File: config.mk
export PLATFORM = sky130hd
export DESIGN_NAME = edge_pulse_shift_register4
export DESIGN_NICKNAME = d
export VERILOG_FILES = /design/src/core/edge_shift_pkg.sv /design/src/core/edge_pulse_shift_register4.sv /design/src/core/scan_edge_detect.sv /design/src/core/stage_fifo.sv
export SDC_FILE = /design/constraint.sdc
export NUM_CORES = 1
export LEC_CHECK = 0
export BUFFER_PORTS_ARGS = -buffer_cell sky130_fd_sc_hd__buf_2
export CAP_MARGIN = 20
export CORE_AREA = 4 4 118 97
export DETAILED_ROUTE_END_ITERATION = 8
export DIE_AREA = 0 0 122 101
export HOLD_SLACK_MARGIN = 0.08
export PLACE_DENSITY_LB_ADDON = 0.15
export SLEW_MARGIN = 0
export SYNTH_ARGS = -nofsm -noshare
export SYNTH_HDL_FRONTEND = slang
export SYNTH_HIERARCHICAL = 1
export SYNTH_SLANG_ARGS = --single-unit
File: constraint.sdc
create_clock -name sys_clk -period 8.9 [get_ports sys_clk]
set_input_delay 1.335 -clock sys_clk [delete_from_list [all_inputs] [get_ports sys_clk]]
set_output_delay 1.335 -clock sys_clk [all_outputs]
set_load 0.005 [all_outputs]
File: src/core/edge_shift_pkg.sv
// Constants shared by the edge-pulse shift register and its helpers
package edge_shift_pkg;

    // Clock and timing figures
    localparam int CLK_PERIOD_NS = 10;
    localparam int SCAN_TIME_US = 1000;
    localparam int FLASH_TIME_MS = 500;
    localparam int SCAN_CYCLES = (SCAN_TIME_US * 1000) / CLK_PERIOD_NS;
    localparam int FLASH_CYCLES = (FLASH_TIME_MS * 1000000) / CLK_PERIOD_NS;

    // Storage layout
    localparam int STAGE_COUNT = 4;
    localparam int STAGE_FIRST = 0;
    localparam int STAGE_LAST = 3;
    localparam int FIFO_DEPTH = 16;

    // Values after reset
    localparam logic [3:0] STAGE_RESET = 4'h0;
    localparam logic SEEDED_RESET = 1'h0;
    localparam logic FLASH_RESET = 1'h0;

    // Mode select encoding
    localparam logic MODE_SHIFT = 1'h0;
    localparam logic MODE_RING = 1'h1;

    // Shift control states
    typedef enum logic [1:0] {
        SH_IDLE = 2'b01,
        SH_WAIT = 2'b10
    } shift_state_e;

endpackage

File: src/core/edge_pulse_shift_register4.sv
// Four-stage edge-strobed shift register with running-light mode
`timescale 1ns/10ps
`default_nettype none
module edge_pulse_shift_register4
    import edge_shift_pkg::*;
#(
    parameter int SCAN_COUNT = SCAN_CYCLES,
    parameter int FLASH_COUNT = FLASH_CYCLES,
    parameter int DATA_WIDTH = STAGE_COUNT,
    parameter int BUF_DEPTH = FIFO_DEPTH
) (
    // Clock and reset
    input wire logic sys_clk,
    input wire logic srst,
    // Switch inputs from pins
    input wire logic shift_pulse_in,
    input wire logic value_in,
    input wire logic clear_in,
    // Static configuration from a pin
    input wire logic ringMode,
    // Storage stage outputs
    output logic stage_first,
    output logic stage_second,
    output logic stage_third,
    output logic stage_fourth,
    // Lamp relays for ring mode
    output logic lamp_out_first,
    output logic lamp_out_last,
    // Internal status
    output logic shift_strobe,
    output logic releasePulse,
    output logic pulse_lockout_flag,
    output logic ring_seeded_flag,
    output logic flasher_timer,
    output logic scanTick,
    // Stage snapshot stream
    output logic snapValid,
    input wire logic snapReady,
    output logic [DATA_WIDTH-1:0] snapData
);

    localparam int SCAN_W = $clog2(SCAN_COUNT + 1);
    localparam int FLASH_W = $clog2(FLASH_COUNT + 1);

    // Synchroniser flops, first then second
    logic [3:0] syncA_ff;
    logic [3:0] syncB_ff;
    logic pulseSync;
    logic valueSync;
    logic clearSync;
    logic modeSync;

    // Scan timing and flasher
    logic [SCAN_W-1:0] scanCnt_ff;
    logic scanTick_ff;
    logic [FLASH_W-1:0] flashCnt_ff;
    logic flash_ff;

    // Mode latched per scan
    logic mode_ff;

    // Shift path
    logic shiftSrc;
    logic strobe;
    logic fallEdge;
    logic lockout;
    logic [3:0] stage_ff;
    logic [3:0] nxt_stage;
    logic seeded_ff;
    logic shiftIn;
    logic doShift;
    logic fifoReady;
    shift_state_e state_ff;
    shift_state_e nxt_state;

    // Value fed into the first stage for the given mode
    function automatic logic stage_input(input logic ring, input logic val,
                                         input logic seeded, input logic last);
        if (ring == MODE_RING) begin
            stage_input = ~seeded | last;
        end else begin
            stage_input = val;
        end
    endfunction

    // Two flops on every switch and mode pin before any logic reads it
    always_ff @(posedge sys_clk) begin
        if (srst) begin
            syncA_ff <= 4'h0;
            syncB_ff <= 4'h0;
        end else begin
            syncA_ff <= {ringMode, clear_in, value_in, shift_pulse_in};
            syncB_ff <= syncA_ff;
        end
    end

    assign pulseSync = syncB_ff[0];
    assign valueSync = syncB_ff[1];
    assign clearSync = syncB_ff[2];
    assign modeSync = syncB_ff[3];

    // Scan cycle divider, one tick per scan
    always_ff @(posedge sys_clk) begin
        if (srst) begin
            scanCnt_ff <= '0;
            scanTick_ff <= 1'h0;
        end else if (scanCnt_ff == SCAN_W'(SCAN_COUNT - 1)) begin
            scanCnt_ff <= '0;
            scanTick_ff <= 1'h1;
        end else begin
            scanCnt_ff <= scanCnt_ff + 1'b1;
            scanTick_ff <= 1'h0;
        end
    end

    assign scanTick = scanTick_ff;

    // Free-running flasher, equal on and off times
    always_ff @(posedge sys_clk) begin
        if (srst) begin
            flashCnt_ff <= '0;
            flash_ff <= FLASH_RESET;
        end else if (flashCnt_ff == FLASH_W'(FLASH_COUNT - 1)) begin
            flashCnt_ff <= '0;
            flash_ff <= ~flash_ff;
        end else begin
            flashCnt_ff <= flashCnt_ff + 1'b1;
        end
    end

    assign flasher_timer = flash_ff;

    // Mode taken from the static pin once per scan
    always_ff @(posedge sys_clk) begin
        if (srst) begin
            mode_ff <= MODE_SHIFT;
        end else if (scanTick_ff) begin
            mode_ff <= modeSync;
        end
    end

    // Shift source is the flasher in ring mode
    assign shiftSrc = (mode_ff == MODE_RING) ? flash_ff : pulseSync;

    // Edge detection on the chosen source
    scan_edge_detect u_edge (
        .sys_clk(sys_clk),
        .srst(srst),
        .scanTick(scanTick_ff),
        .level(shiftSrc),
        .risePulse(strobe),
        .fallPulse(fallEdge),
        .levelPrev(lockout)
    );

    assign shift_strobe = strobe;
    assign releasePulse = fallEdge;
    assign pulse_lockout_flag = lockout;

    // Snapshot buffer of the stages after each shift
    stage_fifo #(
        .WIDTH(DATA_WIDTH),
        .DEPTH(BUF_DEPTH)
    ) u_fifo (
        .sys_clk(sys_clk),
        .srst(srst),
        .inValid(doShift),
        .inReady(fifoReady),
        .inData(DATA_WIDTH'(nxt_stage)),
        .outValid(snapValid),
        .outReady(snapReady),
        .outData(snapData)
    );

    // Shift acts on a scan with the strobe, or a deferred one, if buffer has room
    assign shiftIn = stage_input(mode_ff, valueSync, seeded_ff, stage_ff[STAGE_LAST]);
    assign doShift = scanTick_ff & ~clearSync
                   & (strobe | (state_ff == SH_WAIT)) & fifoReady;

    // Shift pattern from values held before the strobe
    always_comb begin
        nxt_stage = {stage_ff[2:0], shiftIn};
    end

    // Deferral of a strobe while the buffer is full
    always_comb begin
        nxt_state = state_ff;
        unique case (state_ff)
            SH_IDLE: begin
                if (scanTick_ff && strobe && !fifoReady && !clearSync) begin
                    nxt_state = SH_WAIT;
                end
            end
            SH_WAIT: begin
                if (doShift || (scanTick_ff && clearSync)) begin
                    nxt_state = SH_IDLE;
                end
            end
            default: begin
                nxt_state = SH_IDLE;
            end
        endcase
    end

    // Shift control state
    always_ff @(posedge sys_clk) begin
        if (srst) begin
            state_ff <= SH_IDLE;
        end else begin
            state_ff <= nxt_state;
        end
    end

    // Storage stages, clear first
    always_ff @(posedge sys_clk) begin
        if (srst) begin
            stage_ff <= STAGE_RESET;
        end else if (scanTick_ff && clearSync) begin
            stage_ff <= STAGE_RESET;
        end else if (doShift) begin
            stage_ff <= nxt_stage;
        end
    end
    // Stages otherwise keep their value

    // Ring seeding flag, set once the first stage is lit
    always_ff @(posedge sys_clk) begin
        if (srst) begin
            seeded_ff <= SEEDED_RESET;
        end else if (scanTick_ff) begin
            if (clearSync || mode_ff != MODE_RING) begin
                seeded_ff <= SEEDED_RESET;
            end else if (stage_ff[STAGE_FIRST]) begin
                seeded_ff <= 1'h1;
            end
        end
    end

    assign ring_seeded_flag = seeded_ff;

    // Stage and lamp outputs
    assign stage_first = stage_ff[0];
    assign stage_second = stage_ff[1];
    assign stage_third = stage_ff[2];
    assign stage_fourth = stage_ff[3];
    assign lamp_out_first = stage_ff[STAGE_FIRST] & mode_ff;
    assign lamp_out_last = stage_ff[STAGE_LAST] & mode_ff;

endmodule
`default_nettype wire

File: src/core/scan_edge_detect.sv
// Rising and falling edge pulses sampled once per scan cycle
`timescale 1ns/10ps
`default_nettype none
module scan_edge_detect
    import edge_shift_pkg::*;
(
    // Clock and reset
    input wire logic sys_clk,
    input wire logic srst,
    // Scan timing
    input wire logic scanTick,
    // Monitored level
    input wire logic level,
    // Pulses, one scan cycle long, and the level from the previous scan
    output logic risePulse,
    output logic fallPulse,
    output logic levelPrev
);

    logic prev_ff;
    logic rise_ff;
    logic fall_ff;

    // Copy of the level from the previous scan
    always_ff @(posedge sys_clk) begin
        if (srst) begin
            prev_ff <= 1'h0;
        end else if (scanTick) begin
            prev_ff <= level;
        end
    end

    // Pulses judged against the previous copy only
    always_ff @(posedge sys_clk) begin
        if (srst) begin
            rise_ff <= 1'h0;
            fall_ff <= 1'h0;
        end else if (scanTick) begin
            rise_ff <= level & ~prev_ff;
            fall_ff <= ~level & prev_ff;
        end
    end

    assign risePulse = rise_ff;
    assign fallPulse = fall_ff;
    assign levelPrev = prev_ff;

endmodule
`default_nettype wire

File: src/core/stage_fifo.sv
// Flip-flop FIFO with valid and ready on both sides
`timescale 1ns/10ps
`default_nettype none
module stage_fifo #(
    parameter int WIDTH = 4,
    parameter int DEPTH = 16
) (
    // Clock and reset
    input wire logic sys_clk,
    input wire logic srst,
    // Fill side
    input wire logic inValid,
    output logic inReady,
    input wire logic [WIDTH-1:0] inData,
    // Drain side
    output logic outValid,
    input wire logic outReady,
    output logic [WIDTH-1:0] outData
);

    localparam int AW = $clog2(DEPTH);

    logic [WIDTH-1:0] mem_ff [DEPTH];
    logic [AW-1:0] wrPtr_ff;
    logic [AW-1:0] rdPtr_ff;
    logic [AW:0] count_ff;
    logic doPush;
    logic doPop;

    // Handshake terms
    assign inReady = (count_ff != (AW + 1)'(DEPTH));
    assign outValid = (count_ff != '0);
    assign doPush = inValid & inReady;
    assign doPop = outValid & outReady;
    assign outData = mem_ff[rdPtr_ff];

    // Storage write
    always_ff @(posedge sys_clk) begin
        if (doPush) begin
            mem_ff[wrPtr_ff] <= inData;
        end
    end

    // Pointers and fill count
    always_ff @(posedge sys_clk) begin
        if (srst) begin
            wrPtr_ff <= '0;
            rdPtr_ff <= '0;
            count_ff <= '0;
        end else begin
            if (doPush) begin
                wrPtr_ff <= (wrPtr_ff == AW'(DEPTH - 1)) ? '0 : wrPtr_ff + 1'b1;
            end
            if (doPop) begin
                rdPtr_ff <= (rdPtr_ff == AW'(DEPTH - 1)) ? '0 : rdPtr_ff + 1'b1;
            end
            if (doPush && !doPop) begin
                count_ff <= count_ff + 1'b1;
            end else if (doPop && !doPush) begin
                count_ff <= count_ff - 1'b1;
            end
        end
    end

endmodule
`default_nettype wire

==> metrics.md <==
| Metric | Value |
|---|---|
| Status | `completed` |
| Final #Nets | `551` |
| Initial drt markers | `around 280` |
| Most frequent cells in the layout | `dfxtp_1, edfxtp_1, nor2_1` |
| Max VDD drop | `between 150 and 200 uV` |
| Reg2reg setup slack | `5.34 ns` |
| Routed Antenna Nets | `0` |
| DRT Pass-1 Iters | `4` |
| Gr ovfl total | `0` |
| Hold slack final | `between 0.4 and 0.5 ns` |
| Initial core utilization | `59.3%` |
| Pwr dens | `229 mW/mm^2` |
| Largest cells by area after synthesis | `edfxtp_1, dfxtp_1, mux4_2, nor2_1, ha_1` |
| Sw Ratio | `24.1%` |
| CTS tree | `built` |
| Int Pwr | `1.19 mW` |
| Drt total wl | `11700 um` |
| Total negative slack | `0 ns` |
| Cell depth of the worst flop-to-flop path | `12` |
| RePlAce Congestion | `0.828` |
| F_max | `281 MHz` |
| Sequential power share | `47.3%` |
| Vias in the first global route | `3718` |
| GRT Total Usage | `20.4%` |
| Worst-Margin Slew | `1.06 ns` |
| Yosys cell types | `55` |
| Cells along the critical path | `nor4_1 > nand2_1 > o2111ai_1 > inv_1 > a21boi_2 > ha_1 > inv_1 > ha_1 > a21oi_1 > a211oi_1 > a31oi_1 > mux2_2` |
| Hold Path Sink | `syncB_ff[0]$_SDFF_PP0_` |
| Syn Std Cell Area | `0.00605 mm^2` |
| Hold crit path type | `flip-flop to flip-flop` |
| Post-synth ARST share | `0%` |
| Root buffer cell | `clkbuf_16` |
| Number of synthesized register bits | `between 100 and 150` |
| Worst EP arrival | `3.85 ns` |
| Element type at the critical path end | `flip-flop` |
| Peak fanout along the critical path | `6` |
| Clock buffer count from CTS | `17` |
| Critical path class | `flip-flop to flip-flop` |
| Critical path data required time | `9.19 ns` |
| Area Growth Syn to Fin | `12.6%` |
| Worst Setup SP | `u_fifo/count_ff[0]$_SDFFE_PP0P_` |
| CTS max path bufs | `2` |
| RSZ-0062 raised after global routing | `no` |
| Commonest non-fill, non-tap cell in the layout | `dfxtp_1` |
| Final core occ | `66.8%` |
| Design area | `about 0.0068 mm^2` |
| Drt wl/cell | `around 17 um` |
| WP buf/inv | `2` |
| Die footprint | `about 0.012 mm^2` |
| Worst-Skew Late Latency | `0.41 ns` |
| Pins over their slew limit | `0` |
| EDFF count, synth | `64` |
| Final period util | `about 40%` |
| Largest stage delay, worst path | `0.60 ns` |
| Clock power frac | `39.3%` |
| Min-delay src | `syncA_ff[0]$_SDFF_PP0_` |
| Cts repair resizes | `0` |
| Setup repair bufs after CTS | `0` |
| Worst R2R Start | `u_fifo/count_ff[0]$_SDFFE_PP0P_` |
| Post-synthesis sequential area ratio | `around three fifths` |
| CTS H-tree depth | `4` |
| Worst slew margin | `about 30%` |
| IO Port Bufs | `23` |
| Critical-path top delay cell | `nor4_1` |
| Layout cells sized above 1 | `14.7%` |
| Reg clk slew, reported paths | `0.06 ns` |
| Commonest register cell after synthesis | `dfxtp_1` |
| Clock skew | `0.00555 ns` |
| I/O Pins | `24` |
| Post-synth top area share | `31.8%` |
| Syn Area/Cell | `12.0 um^2` |
| DRC violations left | `0` |
| Height of the die | `101 um` |
| Dpl hpwl | `7840 um` |
| Final Hold Violating Endpoints | `0` |
| Static Leak | `2.40 nW` |
| Total placed instance area | `0.00627 mm^2` |
| Top cell type by total area after synthesis | `edfxtp_1` |
| Fillers | `761` |
| CP delay by family, top | `compound AO/OA/AOI/OAI gates` |
| Syn_nets | `around 520` |
| First-pass GRT wire length | `19000 um` |
| Initial antenna violation count | `0` |
| CTS Sinks | `145` |
| Switching pwr | `0.376 mW` |
| CORE AREA | `0.0102 mm^2` |
| Worst flop-to-flop path endpoint | `u_fifo/count_ff[4]$_SDFFE_PP0P_` |
| Ant diodes | `0` |
| Synth Warn # | `6` |
| Num rows | `33` |
| Die W | `122 um` |
| CTS Hold Bufs | `0` |
| Maxcap violations | `0` |
| Post-synthesis cell count | `504` |
| Vias per cell | `5.86` |
| Largest net degree at the start of global routing | `35` |
| Worst hold stages | `1` |
| Crit start category | `flip-flop` |
| DR vias | `4015` |
| Final period demand of the worst path | `3.56 ns` |
| Comb power frac | `between 10% and 20%` |
| Final setup viols | `0` |
[synth_stat cells, types with 2 or more instances]
master	number
a31oi_1	3
clkbuf_1	7
inv_1	18
nand4_1	12
xnor2_1	13
o211ai_1	2
o31ai_1	6
nand2_1	20
and4_1	4
or3_1	12
ha_1	11
nand3b_1	3
buf_2	7
and2_1	14
edfxtp_1	64
nand2b_1	3
or4_4	3
mux2i_1	10
and3_1	9
nor4b_1	2
or4_1	7
nor3_1	4
nor4_1	4
nor2_1	54
a22oi_1	8
xor2_1	13
a21oi_1	26
mux4_2	16
dfxtp_1	81
nor2b_1	12
nor3b_1	3
nand3_1	16
mux2_2	2
o21ai_0	14
[registers in the layout (all words and copies together), names as in the netlist, 2 cells and up, named ones only]
name / cells
stage_ff: 4
syncA_ff: 4
syncB_ff: 4
state_ff: 2
u_fifo/wrPtr_ff: 4
u_fifo/count_ff: 5
scanCnt_ff: 17
u_fifo/mem_ff: 64
flashCnt_ff: 26
u_fifo/rdPtr_ff: 4
[power groups by stage]
stage	clock network (mW)	logic, mW	registers (mW)
final	0.615	0.208	0.739
after detailed placement	0	0.184	0.765
after CTS	0.627	0.185	0.752
after global placement	0	0.176	0.763
after global routing	0.664	0.230	0.743
after floorplan	0	0.165	0.738
[final cells by class]
class / instances / area, um^2 / share of cell area [%]
flip-flops and latches: 145 / 3540 / 52.0
multi-input cells: 325 / 2360 / 34.7
clock buffers: 25 / 475 / 6.98
well taps: 140 / 175 / 2.57
repair buffers: 25 / 150 / 2.20
inverters: 18 / 67.6 / 0.992
clock inverters: 7 / 36.3 / 0.533
[routing by layer]
layer	global-route usage (%)	up-vias	part of all wire (%)
li1	-	1923	-
met1	29.3	2001	49
met2	29.4	84	45
met3	6.68	7	5.8
met4	6.29	0	0.89
met5	0	-	0
[metrics by stage]
stage	setup WS [ns]	power [mW]	std cells
finish	5.34	1.56	685
global route	5.06	1.64	685
CTS	5.04	1.56	684
detailed placement	5.38	0.949	652
global placement	5.45	0.939	652
floorplan	5.86	0.904	504
[worst register-to-register path: cells and delay by family, from the launching register on]
family	cells	cell delay [ns]
adders and majority gates	2	0.57
and+or+nand+nor	2	0.78
muxes	1	0.36
AOI/OAI and AO/OA	5	1.05
buffers and inverters	2	0.33
DFF	1	0.36
[how the worst max path moves through the flow]
stage                                      endpoint  slack [ns]  cells past startpoint
floorplan           u_fifo/count_ff[4]$_SDFFE_PP0P_        5.86                     12
global placement    u_fifo/count_ff[4]$_SDFFE_PP0P_        5.45                     12
detailed placement  u_fifo/count_ff[4]$_SDFFE_PP0P_        5.38                     12
CTS                                     snapData[0]        5.04                      4
global route        u_fifo/count_ff[4]$_SDFFE_PP0P_        5.06                     12
finish              u_fifo/count_ff[4]$_SDFFE_PP0P_        5.34                     12
[logic make-up after synthesis]
kind of cell    after synthesis  share of synthesized area (%)
mux                          28                           7.99
buf+inv                      34                           2.32
xor+xnor                     26                           3.77
simple gates                186                           16.7
compound gates               73                           7.97
fa+ha+maj                    12                           2.61
flops                       145                           58.6
Note: power is estimated with default switching activity, not from simulation.
